**src/cfg_pkg.sv**
```systemverilog
// package: register map, fields, reset values and timing for switch logic
package cfg_pkg;

  // register byte offsets
  localparam logic [3:0] status1_off    = 4'h0;
  localparam logic [3:0] switch_raw_off = 4'h4;
  localparam logic [3:0] ctrl_off       = 4'h8;
  localparam logic [3:0] geo_off        = 4'hc;

  // status1 fields
  localparam int safe_env_bit    = 5;
  localparam int boot_b_bit      = 0;
  localparam int bank_lock_bit   = 1;
  localparam int master_wp_bit   = 2;
  localparam int pass_thru_bit   = 3;
  localparam int low_offset_bit  = 4;
  localparam int fast_mezz_bit   = 6;
  localparam int sys_ctrl_bit    = 7;

  // control register fields (software write enables)
  localparam int nor_we_bit      = 0;
  localparam int nand_we_bit     = 1;
  localparam int mram_we_bit     = 2;
  localparam int eeprom_we_bit   = 3;

  // geographical address register fields
  localparam int geo_addr_lsb    = 0;
  localparam int geo_parity_bit  = 5;
  localparam int geo_source_bit  = 8;

  // reset values
  localparam logic [7:0] switch_rst  = 8'h00;
  localparam logic [3:0] ctrl_rst    = 4'h0;
  localparam logic [5:0] geo_sw_rst  = 6'h3f;
  localparam logic [31:0] unmapped_data = 32'h0000_0000;

  // clock rate and debounce time
  localparam int clk_hz          = 10_000_000;
  localparam int debounce_us     = 1000;
  localparam int debounce_cycles =
    (debounce_us * (clk_hz / 1_000_000) < 1) ? 1 :
    debounce_us * (clk_hz / 1_000_000);

  // mezzanine clock ceilings in MHz
  localparam logic [7:0] mezz_slow_mhz = 8'd100;
  localparam logic [7:0] mezz_fast_mhz = 8'd133;

  typedef enum logic [1:0] {
    db_idle   = 2'b00,
    db_settle = 2'b01,
    db_commit = 2'b11
  } debounce_state_t;

endpackage : cfg_pkg

```
**src/switch_debounce.sv**
```systemverilog
// one switch line: two-flop synchroniser and stable-time debounce
`timescale 1ns/100ps
module switch_debounce #(
  parameter int          settle_cycles = cfg_pkg::debounce_cycles,
  parameter logic        rst_level     = 1'b0
) (
  // clock and reset
  input  wire logic clock,
  input  wire logic nrst,
  // raw switch level and its settled copy
  input  wire logic raw_in,
  output logic      level_out
);

  logic                        sync1_reg;
  logic                        sync2_reg;
  logic                        cand_reg;
  logic [23:0]                 count_reg;
  cfg_pkg::debounce_state_t    state_reg;
  cfg_pkg::debounce_state_t    state_next;
  logic                        level_reg;
  wire                         changed = sync2_reg != cand_reg;
  wire                         done    =
    count_reg == 24'(settle_cycles - 1);

  always_ff @(posedge clock or negedge nrst) begin
    if (!nrst) begin
      sync1_reg <= rst_level;
      sync2_reg <= rst_level;
    end else begin
      sync1_reg <= raw_in;
      sync2_reg <= sync1_reg;
    end
  end

  always_comb begin
    state_next = state_reg;
    case (state_reg)
      cfg_pkg::db_idle:   if (sync2_reg != level_reg) begin
        state_next = cfg_pkg::db_settle;
      end
      cfg_pkg::db_settle: if (changed) begin
        state_next = cfg_pkg::db_idle;
      end else if (done) begin
        state_next = cfg_pkg::db_commit;
      end
      default:            state_next = cfg_pkg::db_idle;
    endcase
  end

  // a level must hold settle_cycles before it is accepted
  always_ff @(posedge clock or negedge nrst) begin
    if (!nrst) begin
      state_reg <= cfg_pkg::db_idle;
      cand_reg  <= rst_level;
      count_reg <= 24'h00_0000;
      level_reg <= rst_level;
    end else begin
      state_reg <= state_next;
      cand_reg  <= sync2_reg;
      if (state_reg != cfg_pkg::db_settle || changed) begin
        count_reg <= 24'h00_0000;
      end else begin
        count_reg <= count_reg + 24'h00_0001;
      end
      if (state_reg == cfg_pkg::db_commit) begin
        level_reg <= cand_reg;
      end
    end
  end

  assign level_out = level_reg;

endmodule : switch_debounce

```
**src/board_config_switch_logic.sv**
```systemverilog
// board configuration switch logic with avalon-mm register slave
// Notes on behaviour
// all switches except the address and parity switches read as off after reset; safe switch on forces safe values.
// the safe switch level is readable at bit 5 of status register one.
// boot switch off keeps normal map with block a, on maps block b on top.
// bank lock on blocks every write to the code nor flash in hardware.
// master protect on blocks all non-volatile writes whatever else is set.
// master protect off leaves writes to the lock switch and software bits.
// mezzanine clock ceiling is 100 MHz with switch off and 133 MHz with on.
// installer keeps the mezzanine switch off unless all modules allow 133 MHz.
// scan switch on puts the boundary-scan chain into pass-through routing.
// low offset switch on enables the second-core low memory offset.
// manual select off gives automatic controller role, on uses force select.
// force select chooses role only under manual select, off means not.
// without backplane address, address and parity come from switches.
// the resulting geographical address is readable by software.
// every switch is synchronised and debounced before use.
`timescale 1ns/100ps
module board_config_switch_logic (
  // clock and reset
  input  wire logic        clock,
  input  wire logic        nrst,
  // avalon-mm slave
  input  wire logic [3:0]  address,
  input  wire logic        read,
  input  wire logic        write,
  input  wire logic [31:0] writedata,
  input  wire logic [3:0]  byteenable,
  output logic [31:0]      readdata,
  output logic             waitrequest,
  // configuration switch bank one, position order as fitted
  input  wire logic        safe_env_sw,
  input  wire logic        boot_block_b_sw,
  input  wire logic        bank_lock_sw,
  input  wire logic        scan_pass_thru_sw,
  input  wire logic        second_core_low_offset_sw,
  input  wire logic        fast_mezz_sw,
  input  wire logic        master_wp_sw,
  // switch bank two
  input  wire logic        controller_manual_select,
  input  wire logic        controller_force_select,
  input  wire logic        geo_addr_parity_sw,
  input  wire logic [4:0]  geo_addr_sw,
  // backplane geographical address and automatic role detect
  input  wire logic        bp_geo_valid,
  input  wire logic [4:0]  bp_geo_addr,
  input  wire logic        bp_geo_parity,
  input  wire logic        auto_controller_detect,
  // non-volatile write requests from the board
  input  wire logic        nor_write_req,
  input  wire logic        nand_write_req,
  input  wire logic        mram_write_req,
  input  wire logic        eeprom_write_req,
  // effects
  output logic             use_safe_env,
  output logic             boot_block_b,
  output logic             nor_write_en,
  output logic             nand_write_en,
  output logic             mram_write_en,
  output logic             eeprom_write_en,
  output logic             scan_pass_thru,
  output logic             second_core_low_offset,
  output logic [7:0]       mezz_max_mhz,
  output logic             system_controller_role,
  output logic [4:0]       geo_addr,
  output logic             geo_addr_parity
);

  ////////////////////////////////////////////////////////////////////////////
  // switch conditioning

  localparam int n_sw = 15;
  wire  [n_sw-1:0] raw_sw = {geo_addr_parity_sw, geo_addr_sw,
                             controller_force_select,
                             controller_manual_select, master_wp_sw,
                             fast_mezz_sw, second_core_low_offset_sw,
                             scan_pass_thru_sw, bank_lock_sw,
                             boot_block_b_sw, safe_env_sw};
  logic [n_sw-1:0] sw;

  // address and parity switches rest at one, all others at off
  genvar gi;
  generate
    for (gi = 0; gi < n_sw; gi++) begin : g_sw
      switch_debounce #(
        .settle_cycles (cfg_pkg::debounce_cycles),
        .rst_level     (gi >= 9)
      ) u_db (
        .clock     (clock),
        .nrst      (nrst),
        .raw_in    (raw_sw[gi]),
        .level_out (sw[gi])
      );
    end
  endgenerate

  wire       s_safe   = sw[0];
  wire       s_boot   = sw[1];
  wire       s_lock   = sw[2];
  wire       s_pass   = sw[3];
  wire       s_low    = sw[4];
  wire       s_fast   = sw[5];
  wire       s_mwp    = sw[6];
  wire       s_man    = sw[7];
  wire       s_force  = sw[8];
  wire [4:0] s_geo    = sw[13:9];
  wire       s_gpar   = sw[14];

  ////////////////////////////////////////////////////////////////////////////
  // effects

  logic [3:0] ctrl_reg;
  logic       auto_sync1_reg;
  logic       auto_sync2_reg;

  function automatic logic gate_write(input logic req, input logic sw_en,
                                      input logic lock, input logic mwp);
    gate_write = req && sw_en && !lock && !mwp;
  endfunction : gate_write

  wire nor_next  = gate_write(nor_write_req,
    ctrl_reg[cfg_pkg::nor_we_bit], s_lock, s_mwp);
  wire nand_next = gate_write(nand_write_req,
    ctrl_reg[cfg_pkg::nand_we_bit], 1'b0, s_mwp);
  wire mram_next = gate_write(mram_write_req,
    ctrl_reg[cfg_pkg::mram_we_bit], 1'b0, s_mwp);
  wire eep_next  = gate_write(eeprom_write_req,
    ctrl_reg[cfg_pkg::eeprom_we_bit], 1'b0, s_mwp);
  wire role_next = s_man ? s_force : auto_sync2_reg;
  wire [4:0] geo_next  = bp_geo_valid ? bp_geo_addr : s_geo;
  wire       gpar_next = bp_geo_valid ? bp_geo_parity : s_gpar;
  wire [7:0] mhz_next  =
    s_fast ? cfg_pkg::mezz_fast_mhz : cfg_pkg::mezz_slow_mhz;

  always_ff @(posedge clock or negedge nrst) begin
    if (!nrst) begin
      auto_sync1_reg <= 1'b0;
      auto_sync2_reg <= 1'b0;
    end else begin
      auto_sync1_reg <= auto_controller_detect;
      auto_sync2_reg <= auto_sync1_reg;
    end
  end

  always_ff @(posedge clock or negedge nrst) begin
    if (!nrst) begin
      use_safe_env           <= 1'b0;
      boot_block_b           <= 1'b0;
      nor_write_en           <= 1'b0;
      nand_write_en          <= 1'b0;
      mram_write_en          <= 1'b0;
      eeprom_write_en        <= 1'b0;
      scan_pass_thru         <= 1'b0;
      second_core_low_offset <= 1'b0;
      mezz_max_mhz           <= cfg_pkg::mezz_slow_mhz;
      system_controller_role <= 1'b0;
      geo_addr               <= cfg_pkg::geo_sw_rst[4:0];
      geo_addr_parity        <= cfg_pkg::geo_sw_rst[5];
    end else begin
      use_safe_env           <= s_safe;
      boot_block_b           <= s_boot;
      nor_write_en           <= nor_next;
      nand_write_en          <= nand_next;
      mram_write_en          <= mram_next;
      eeprom_write_en        <= eep_next;
      scan_pass_thru         <= s_pass;
      second_core_low_offset <= s_low;
      mezz_max_mhz           <= mhz_next;
      system_controller_role <= role_next;
      geo_addr               <= geo_next;
      geo_addr_parity        <= gpar_next;
    end
  end

  ////////////////////////////////////////////////////////////////////////////
  // avalon-mm slave: one wait cycle, answer on the second edge

  logic        busy_reg;
  wire         req      = read || write;
  wire         take     = req && busy_reg;
  wire         hit_stat = address == cfg_pkg::status1_off;
  wire         hit_raw  = address == cfg_pkg::switch_raw_off;
  wire         hit_ctrl = address == cfg_pkg::ctrl_off;
  wire         hit_geo  = address == cfg_pkg::geo_off;
  wire [31:0]  stat_word;
  wire [31:0]  geo_word;
  wire [31:0]  rd_next;

  assign stat_word = 32'(
    (32'(s_safe) << cfg_pkg::safe_env_bit) |
    (32'(s_boot) << cfg_pkg::boot_b_bit) |
    (32'(s_lock) << cfg_pkg::bank_lock_bit) |
    (32'(s_mwp)  << cfg_pkg::master_wp_bit) |
    (32'(s_pass) << cfg_pkg::pass_thru_bit) |
    (32'(s_low)  << cfg_pkg::low_offset_bit) |
    (32'(s_fast) << cfg_pkg::fast_mezz_bit) |
    (32'(system_controller_role) << cfg_pkg::sys_ctrl_bit));
  assign geo_word = 32'(
    (32'(geo_addr) << cfg_pkg::geo_addr_lsb) |
    (32'(geo_addr_parity) << cfg_pkg::geo_parity_bit) |
    (32'(bp_geo_valid) << cfg_pkg::geo_source_bit));
  assign rd_next =
    hit_stat ? stat_word :
    hit_raw  ? {17'h0_0000, sw} :
    hit_ctrl ? {28'h000_0000, ctrl_reg} :
    hit_geo  ? geo_word : cfg_pkg::unmapped_data;

  always_ff @(posedge clock or negedge nrst) begin
    if (!nrst) begin
      busy_reg    <= 1'b0;
      waitrequest <= 1'b1;
      readdata    <= 32'h0000_0000;
      ctrl_reg    <= cfg_pkg::ctrl_rst;
    end else begin
      busy_reg    <= req && !busy_reg;
      waitrequest <= !(req && !busy_reg);
      if (req && !busy_reg && read) begin
        readdata <= rd_next;
      end
      if (take && write && hit_ctrl && byteenable[0]) begin
        ctrl_reg <= writedata[3:0];
      end
    end
  end

  ////////////////////////////////////////////////////////////////////////////
  // checks

  property p_master_wp;
    @(posedge clock) disable iff (!nrst)
    s_mwp |=> !nor_write_en && !nand_write_en && !mram_write_en
              && !eeprom_write_en;
  endproperty
  a_master_wp: assert property (p_master_wp)
    else $error("write enabled under master protect");

  property p_bank_lock;
    @(posedge clock) disable iff (!nrst)
    s_lock |=> !nor_write_en;
  endproperty
  a_bank_lock: assert property (p_bank_lock)
    else $error("nor write enabled under bank lock");

  property p_write_allowed;
    @(posedge clock) disable iff (!nrst)
    !s_mwp && !s_lock && ctrl_reg[cfg_pkg::nor_we_bit] && nor_write_req
    |=> nor_write_en;
  endproperty
  a_write_allowed: assert property (p_write_allowed)
    else $error("permitted nor write not enabled");

  property p_mezz;
    @(posedge clock) disable iff (!nrst)
    ##1 mezz_max_mhz == ($past(s_fast) ? cfg_pkg::mezz_fast_mhz
                                       : cfg_pkg::mezz_slow_mhz);
  endproperty
  a_mezz: assert property (p_mezz)
    else $error("mezzanine ceiling wrong");

  property p_role;
    @(posedge clock) disable iff (!nrst)
    s_man |=> system_controller_role == $past(s_force);
  endproperty
  a_role: assert property (p_role)
    else $error("manual role not followed");

  property p_geo;
    @(posedge clock) disable iff (!nrst)
    !bp_geo_valid |=> geo_addr == $past(s_geo)
                      && geo_addr_parity == $past(s_gpar);
  endproperty
  a_geo: assert property (p_geo)
    else $error("switch address not used");

  property p_safe_status;
    @(posedge clock) disable iff (!nrst)
    read && hit_stat && !busy_reg |=>
      readdata[cfg_pkg::safe_env_bit] == $past(s_safe);
  endproperty
  a_safe_status: assert property (p_safe_status)
    else $error("safe status bit wrong");

  property p_geo_status;
    @(posedge clock) disable iff (!nrst)
    read && hit_geo && !busy_reg |=>
      readdata[5:0] == {$past(geo_addr_parity), $past(geo_addr)};
  endproperty
  a_geo_status: assert property (p_geo_status)
    else $error("geo status word wrong");

  property p_boot;
    @(posedge clock) disable iff (!nrst)
    $rose(s_boot) |=> boot_block_b ##1 boot_block_b == $past(s_boot);
  endproperty
  a_boot: assert property (p_boot)
    else $error("boot block select lag");

  property p_wait;
    @(posedge clock) disable iff (!nrst)
    req && !busy_reg |=> !waitrequest ##1 waitrequest;
  endproperty
  a_wait: assert property (p_wait)
    else $error("bus answer timing wrong");

  c_safe:  cover property (@(posedge clock) disable iff (!nrst) $rose(s_safe));
  c_mwp:   cover property (@(posedge clock) disable iff (!nrst)
                           nor_write_req && s_mwp);
  c_write: cover property (@(posedge clock) disable iff (!nrst)
                           take && write && hit_ctrl);
  c_force: cover property (@(posedge clock) disable iff (!nrst)
                           s_man && s_force);

endmodule : board_config_switch_logic

```
**config.mk**
```make
export PLATFORM = sky130hd
export DESIGN_NAME = board_config_switch_logic
export DESIGN_NICKNAME = d
export VERILOG_FILES = /design/src/cfg_pkg.sv /design/src/switch_debounce.sv /design/src/board_config_switch_logic.sv
export SDC_FILE = /design/constraint.sdc
export NUM_CORES = 1
export LEC_CHECK = 0
export BUFFER_PORTS_ARGS = -buffer_cell sky130_fd_sc_hd__buf_2
export CAP_MARGIN = 20
export CORE_ASPECT_RATIO = 1.75
export CORE_UTILIZATION = 34
export DETAILED_ROUTE_END_ITERATION = 8
export PLACE_DENSITY = 0.51
export RECOVER_POWER = 50
export SYNTH_ARGS = -nofsm -noshare
export SYNTH_HDL_FRONTEND = slang
export SYNTH_SLANG_ARGS = --single-unit
```
**constraint.sdc**
```tcl
create_clock -name clock -period 2.8 [get_ports clock]
set_input_delay 0.28 -clock clock [delete_from_list [all_inputs] [get_ports clock]]
set_output_delay 0.28 -clock clock [all_outputs]
set_load 0.01 [all_outputs]
```
==> flow_summary.toml, run 1 <==
[clock_tree]
clockBufferDepth = 3
path_clk_slew_ns = 0.06
clkLatencyLatePin_ns = 0.59
cts_sinks = 490
cts_buffers = 50
cts_tree = "yes"
post_cts_buffers = 0
htree_levels = 2
cts_root_buffer = "clkbuf_16"

[final_layout]
final_cell_mix = "dfrtp_1, nor2_1, a21oi_1"
drive_above_1_share_pct = 9.823
area_growth_syn_to_layout_pct = 14.38
antennaDiodeCount = 0
final_common_cell = "dfrtp_1"
seq_area_sq_um = 12300
final_nets = 2477
largest_reg_flops = 360
fillCellCount = 6759
multiInputGateArea_sq_um = 10250

[pwr]
seq_power_share_pct = 47.4
comb_power_share_pct = 5.3
internal_power_mw = 12.02
p_per_area_nw_per_um2 = 588.5
p_leak_nw = 10.47
power_frac_clock_pct = 47.3
switching_share_pct = 23.14
p_sw_mw = 3.619
ir_drop_uv = 434.5

[hold_path]
min_to = "waitrequest"
min-delay-start = "write"
min_path_type = "input port to flop"
hold_depth = 3

[worst_setup_path]
crit_fanout = 14
cpLargestDelayFamily = "simple AND/OR/NAND/NOR gates"
path_class = "flop to flop"
max_stage_delay_ns = 0.77
worstReg2RegStart = "g_sw[0].u_db.count_reg[5]"
rr_worst_depth = 4
regToRegSetupSlack_ns = 0.60
critPathRequiredTime_ns = 3.31
crit_buf_inv = 0
cp_slowest_cell = "or4_1"
r2r-end = "g_sw[0].u_db.count_reg[23]"
path_cells = "nand3_1 -> or4_1 -> or4_1 -> a21oi_1"
cp-end-kind = "flop"
cpMostUsedCell = "or4_1"
critPathLaunchType = "flop"
cp.arrival_ns = 2.71

[floorplanning]
rows = 126
coreArea_sq_um = 67470
die_h_microns = 347.8
die_w_microns = 199.6
io_pins = 127
initial_core_util_pct = 34.44
design.die.area_sq_um = 69430

[routing]
firstDrtPassIters = 7
routed_wl_mm = 51.13
avgRoutedWirePerCell_microns = 15.36
ant_nets = 0
drc_errors = 0
vias_per_cell = 5.285
vias = 17593
dr.first_iter.drc_count = 849

[logic_synthesis]
syn_area_per_cell_sq_um = 10.04
netlist.area_leader.share_pct = 49.32
synth_cell_types = 49
ys_seq_area_share_pct = 52.94
synth_area_sq_um = 23240
synthCells = 2315
synthTopCellsByArea = "dfrtp_1, xnor2_1, xor2_1, nor2_1, dfstp_2"
yosysTopAreaCell = "dfrtp_1"
ys_seq_elements = 490
yosysWarnings = 0

[placed_design]
hpwl_mm = 34.73
place_congestion = 0.8031
place_ws_ns = 0.5976
io_buffer_count = 74

[sta]
min_period_over_period_pct = 78.58
maxSlewViolCount = 54
max_clock_freq_mhz = 454.5
finalHoldViolations = 0
rsz0062_at_grt = "no"
setup_viol = 0
max_slew.worst_pin.slew_ns = 1.809
fin_ws_ns = 0.5998
maxSlewHeadroom_pct = -20.61
tns_ns = 0
clock_skew_ns = 0.01513
min_period_ns = 2.200

[global_route]
overflow = 0
grt_max_degree = 68
grt_pass1_vias = 17715
grt_antenna_before_repair = 1
grt.total_usage_pct = 15.09
grt_pass1_wl_mm = 87.22

[outcome]
violations = "capacitance limit, slew limit"
outcome = "complete, but fails checks"

[flow_run]
max-cap-violations = 1
[area by class of cell]
type                    count  share of cell area [%]
clock buffers              77                   5.894
clock inverters            17                   1.031
inverters                  57                  0.8050
multi-input cells        1673                   38.58
flip-flops and latches    490                   46.29
well taps                 896                   4.218
repair buffers            119                   3.182
[synth_stat cells (all sizes together)]
cell / count
a21oi: 156
or2: 6
or3b: 11
xor2: 99
or4b: 1
nor4: 57
o211ai: 5
mux2i: 20
mux2: 21
o21ai: 117
conb: 2
dfrtp: 458
o31ai: 45
and4: 53
buf: 29
nand4bb: 1
ha: 15
nand3: 118
nor4b: 18
nand4b: 7
nand2b: 4
or3: 103
nor2: 227
o41ai: 3
clkbuf: 85
xnor2: 99
a22o: 11
and2: 28
dfstp: 32
or4: 82
nand4: 111
nor3b: 13
nand3b: 4
mux4: 3
nor3: 36
and3: 36
nand2: 141
a21o: 1
inv: 57
[worst max-delay path by stage]
stage	from	depth (start not counted)	to	slack (ns)
floorplan	g_sw[12].u_db.count_reg[0]	6	g_sw[12].u_db.count_reg[20]	0.81
global placement	g_sw[0].u_db.count_reg[0]	5	g_sw[0].u_db.count_reg[18]	0.66
detailed placement	g_sw[0].u_db.count_reg[5]	4	g_sw[0].u_db.count_reg[23]	0.60
CTS	g_sw[0].u_db.count_reg[5]	4	g_sw[0].u_db.count_reg[23]	0.59
global route	nrst	3	g_sw[11].u_db.count_reg[1]	0.26
finish	g_sw[0].u_db.count_reg[5]	4	g_sw[0].u_db.count_reg[23]	0.60
[timing repair]
action,in CTS,in global routing
resized for setup,0,0
hold buffers,29,0
hold endpoints to repair,71,0
[per-layer routing]
layer | vias up | track usage [%] | wire length [microns]
li1 | 8506 | - | -
met2 | 251 | 27.12 | 26060
met1 | 8760 | 17.98 | 21770
met4 | 0 | 4.767 | 1190
met5 | - | 0 | 0
met3 | 76 | 2.567 | 2114
[worst reg2reg max path, delay by kind of cell, from the launching register on]
| kind | cells | cell delay, ns |
|---|---|---|
| simple gates | 3 | 1.55 |
| flops | 1 | 0.42 |
| compound gates | 1 | 0.15 |
[metrics by stage]
step | hold WS, ns | cells | cell area, sq um | util, % | total power, mW
after floorplan | -0.01559 | 2334 | 23310 | - | 8.020
after global placement | 0.2684 | 3206 | 24470 | 36.26 | 8.349
after detailed placement | 0.2886 | 3206 | 24470 | 36.26 | 8.375
after CTS | 0.01934 | 3329 | 26600 | 39.42 | 15.98
after global routing | 0.03407 | 3329 | 26580 | 39.39 | 16.33
final | 0.05609 | 3329 | 26580 | 39.39 | 15.64
[power by group through the flow]
stage	combinational [mW]	clock (mW)	sequential, mW
floorplan	0.516	0	7.50
global placement	0.818	0	7.53
detailed placement	0.833	0	7.54
CTS	0.868	7.70	7.41
global route	0.955	7.95	7.43
finish	0.831	7.40	7.41
[logic make-up after synthesis]
logic type	Yosys count	share of synthesized area (%)
compound gates	338	8.055
buf+inv	171	3.263
xor+xnor	198	7.463
other cells	2	0.03232
flops	490	52.94
mux	44	2.186
simple gates	1057	25.25
fa+ha+maj	15	0.8077
Power figures use the tool's default switching activity.
==> run 2, diff against run 1 <==
--- a/config.mk
+++ b/config.mk
@@ -5,12 +5,13 @@
 export SDC_FILE = /design/constraint.sdc
 export NUM_CORES = 1
 export LEC_CHECK = 0
+export ABC_AREA = 1
 export BUFFER_PORTS_ARGS = -buffer_cell sky130_fd_sc_hd__buf_2
 export CAP_MARGIN = 20
 export CORE_ASPECT_RATIO = 1.75
 export CORE_UTILIZATION = 34
 export DETAILED_ROUTE_END_ITERATION = 8
-export PLACE_DENSITY = 0.51
+export PLACE_DENSITY = 0.53
 export RECOVER_POWER = 50
 export SYNTH_ARGS = -nofsm -noshare
 export SYNTH_HDL_FRONTEND = slang
==> constraint.sdc (replaced) <==
create_clock -name clock -period 1.8 [get_ports clock]
set_input_delay 0.18 -clock clock [delete_from_list [all_inputs] [get_ports clock]]
set_output_delay 0.18 -clock clock [all_outputs]
set_load 0.01 [all_outputs]
==> flow_summary.toml, run 2 <==
[outcome]
outcome = "complete, no violations"

[final_layout]
final_common_cell = "nand2_1"
largest_reg_flops = 360
area_growth_syn_to_layout_pct = 15.27
drive_above_1_share_pct = 8.419
final_nets = 4034
final_cell_mix = "nand2_1, nor2_1, inv_1, dfrtp_1, nand3_1"

[logic_synthesis]
synthAdderAreaFrac_pct = 0.7085
synth-simple-area-share_pct = 36.18
synth_top_family_by_area = "simple AND/OR/NAND/NOR gates"
synthTopCellsByArea = "dfrtp_1, nand2_1, nor2_1, inv_1, nand3_1"
yosysWarnings = 0
synth_top_cells_by_count = "nand2_1, nor2_1, dfrtp_1, inv_1, nand3_1"
ys.flop_type = "dfrtp_1"
synth-compound-area-share_pct = 5.654
synth_area_sq_um = 26490
synth_most_common_cell = "nand2_1"
synth-xor-area-share_pct = 2.910
syn_area_per_cell_sq_um = 7.056
synthCells = 3754
netlist.area_leader.share_pct = 43.27
synth_edf_count = 0
synth_cell_types = 44
yosysTopAreaCell = "dfrtp_1"
async_flop_share_pct = 100.0
ys_seq_elements = 490
muxShareOfSynthArea_pct = 0
ys_seq_area_share_pct = 46.44

[worst_setup_path]
worstReg2RegStart = "busy_reg"
critPathLaunch = "bp_geo_valid"
path_class = "input port to flop"
critPathRequiredTime_ns = 2.35
cp_slowest_cell = "dlygate4sd3_1"
cp-end-kind = "flop"
crit_buf_inv = 4
cp.arrival_ns = 2.26
crit_fanout = 13
cpLargestDelayFamily = "buffers and inverters"
path_cells = "dlygate4sd3_1 -> buf_2 -> nand2_1 -> dlygate4sd3_1 -> o21ai_0 -> dlygate4sd3_1"
cpMostUsedCell = "dlygate4sd3_1"
critPathLaunchType = "input port"
max_stage_delay_ns = 0.57
regToRegSetupSlack_ns = 0.18

[floorplanning]
die_h_microns = 371.2
coreArea_sq_um = 77190
io_pins = 127
rows = 135
initial_core_util_pct = 34.32
die_w_microns = 213.0
design.die.area_sq_um = 79070

[global_route]
grt_pass1_wl_mm = 114.7
grt_max_degree = 63
overflow = 0
grt_pass1_vias = 23225
grt.total_usage_pct = 18.25
grt_antenna_before_repair = 1

[sta]
rsz0062_at_grt = "no"
holdWs_ns = 0.07711
finalHoldViolations = 0
min_period_over_period_pct = 94.63
maxSlewHeadroom_pct = 25.14
max_clock_freq_mhz = 587.1
min_period_ns = 1.703
max_slew.worst_pin.slew_ns = 1.123
setup_viol = 0
tns_ns = 0
clock_skew_ns = 0.01252
maxSlewViolCount = 0

[clock_tree]
cts_root_buffer = "clkbuf_16"
htree_levels = 2
cts_sinks = 490
clockBufferDepth = 3
cts_resized = 0
cts_tree = "yes"
path_clk_slew_ns = 0.06
clkLatencyLatePin_ns = 0.61
cts_buffers = 51

[pwr]
p_leak_nw = 12.99
ir_drop_uv = 752.8
p_per_area_nw_per_um2 = 834.1

[routing]
drc_errors = 0
vias_per_cell = 4.587
avgRoutedWirePerCell_microns = 14.01
dr.first_iter.drc_count = 1089
vias = 23020
routed_wl_mm = 70.30
firstDrtPassIters = 7
ant_nets = 0

[placed_design]
io_buffer_count = 74
hpwl_mm = 53.83
place_congestion = 0.9060

[flow_run]
max-cap-violations = 0

[hold_path]
min_path_type = "input port to flop"
min-delay-start = "address[0]"
## run 2: changes by cell type in the layout (fill, tap and decap cells not counted), sizes merged, moves of 54 or more
cell	change
inv	+423
nand2	+924
nand3	+61
nand4	-79
nor2	+758
nor4	-54
or3	-103
or4	-82
xnor2	-74
## run 2: metrics by stage
| step | area [sq um] | utilization (%) | power (mW) | setup WS [ns] | std cells |
|---|---|---|---|---|---|
| floorplan | 26560 | - | 13.40 | 0.4173 | 3773 |
| global placement | 28360 | 36.74 | 14.37 | 0.1643 | 4873 |
| detailed placement | 28360 | 36.74 | 14.40 | 0.1371 | 4873 |
| CTS | 30610 | 39.66 | 26.06 | 0.1456 | 5018 |
| global route | 30530 | 39.55 | 26.76 | 0.006210 | 5018 |
| finish | 30530 | 39.56 | 25.47 | 0.09663 | 5019 |
## run 2: area by class of cell
type,count,area (sq um)
tap,1027,1285
fill,8232,46660
multi-input combinational,2750,12120
antenna,1,2.502
clock buffer,69,1425
inverter,478,1794
clock inverter,27,337.8
sequential,490,12300
timing repair buffer,177,1269
## run 2: layer usage
| metal | share of wire, % | vias to the layer above | GRT usage (%) |
|---|---|---|---|
| li1 | - | 11904 | - |
| met1 | 39 | 10587 | 19.28 |
| met2 | 53 | 353 | 35.07 |
| met3 | 3.5 | 176 | 2.534 |
| met4 | 4.4 | 0 | 8.246 |
| met5 | 0 | - | 0 |
## run 2: cell families after synthesis
kind of cell,after synthesis
and+or+nand+nor,2343
adders and majority gates,15
DFF,490
AOI/OAI and AO/OA,283
xor gates and xnor gates,88
other,2
buffers and inverters,533
## run 2: tightest hold or removal path, delay by kind of cell
family                 cells  cell delay (ns)
AND/OR/NAND/NOR            3             0.22
buffers and inverters      2             0.19
AO/OA/AOI/OAI              1             0.06
## run 2: where the power goes
group | internal [mW] | switching (mW) | total, mW
Clock | 6.59 | 4.68 | 11.3
Combinational | 0.788 | 1.68 | 2.47
Sequential | 11.4 | 0.336 | 11.7
Total | 18.8 | 6.69 | 25.5
## run 2: final timing paths
check,to,cells after the start
min in group asynchronous,g_sw[5].u_db.count_reg[15],2
max in group asynchronous,g_sw[12].u_db.cand_reg,3
min,readdata[4],6
max reg2reg,readdata[9],5
min reg2reg,g_sw[5].u_db.sync2_reg,0
max,geo_addr_parity,6
## run 2: what timing repair did
item                                    CTS  global route
endpoints found under the setup margin    0             0
hold endpoints to repair                440             0
hold buffers                             49             0
setup buffers                             0             0
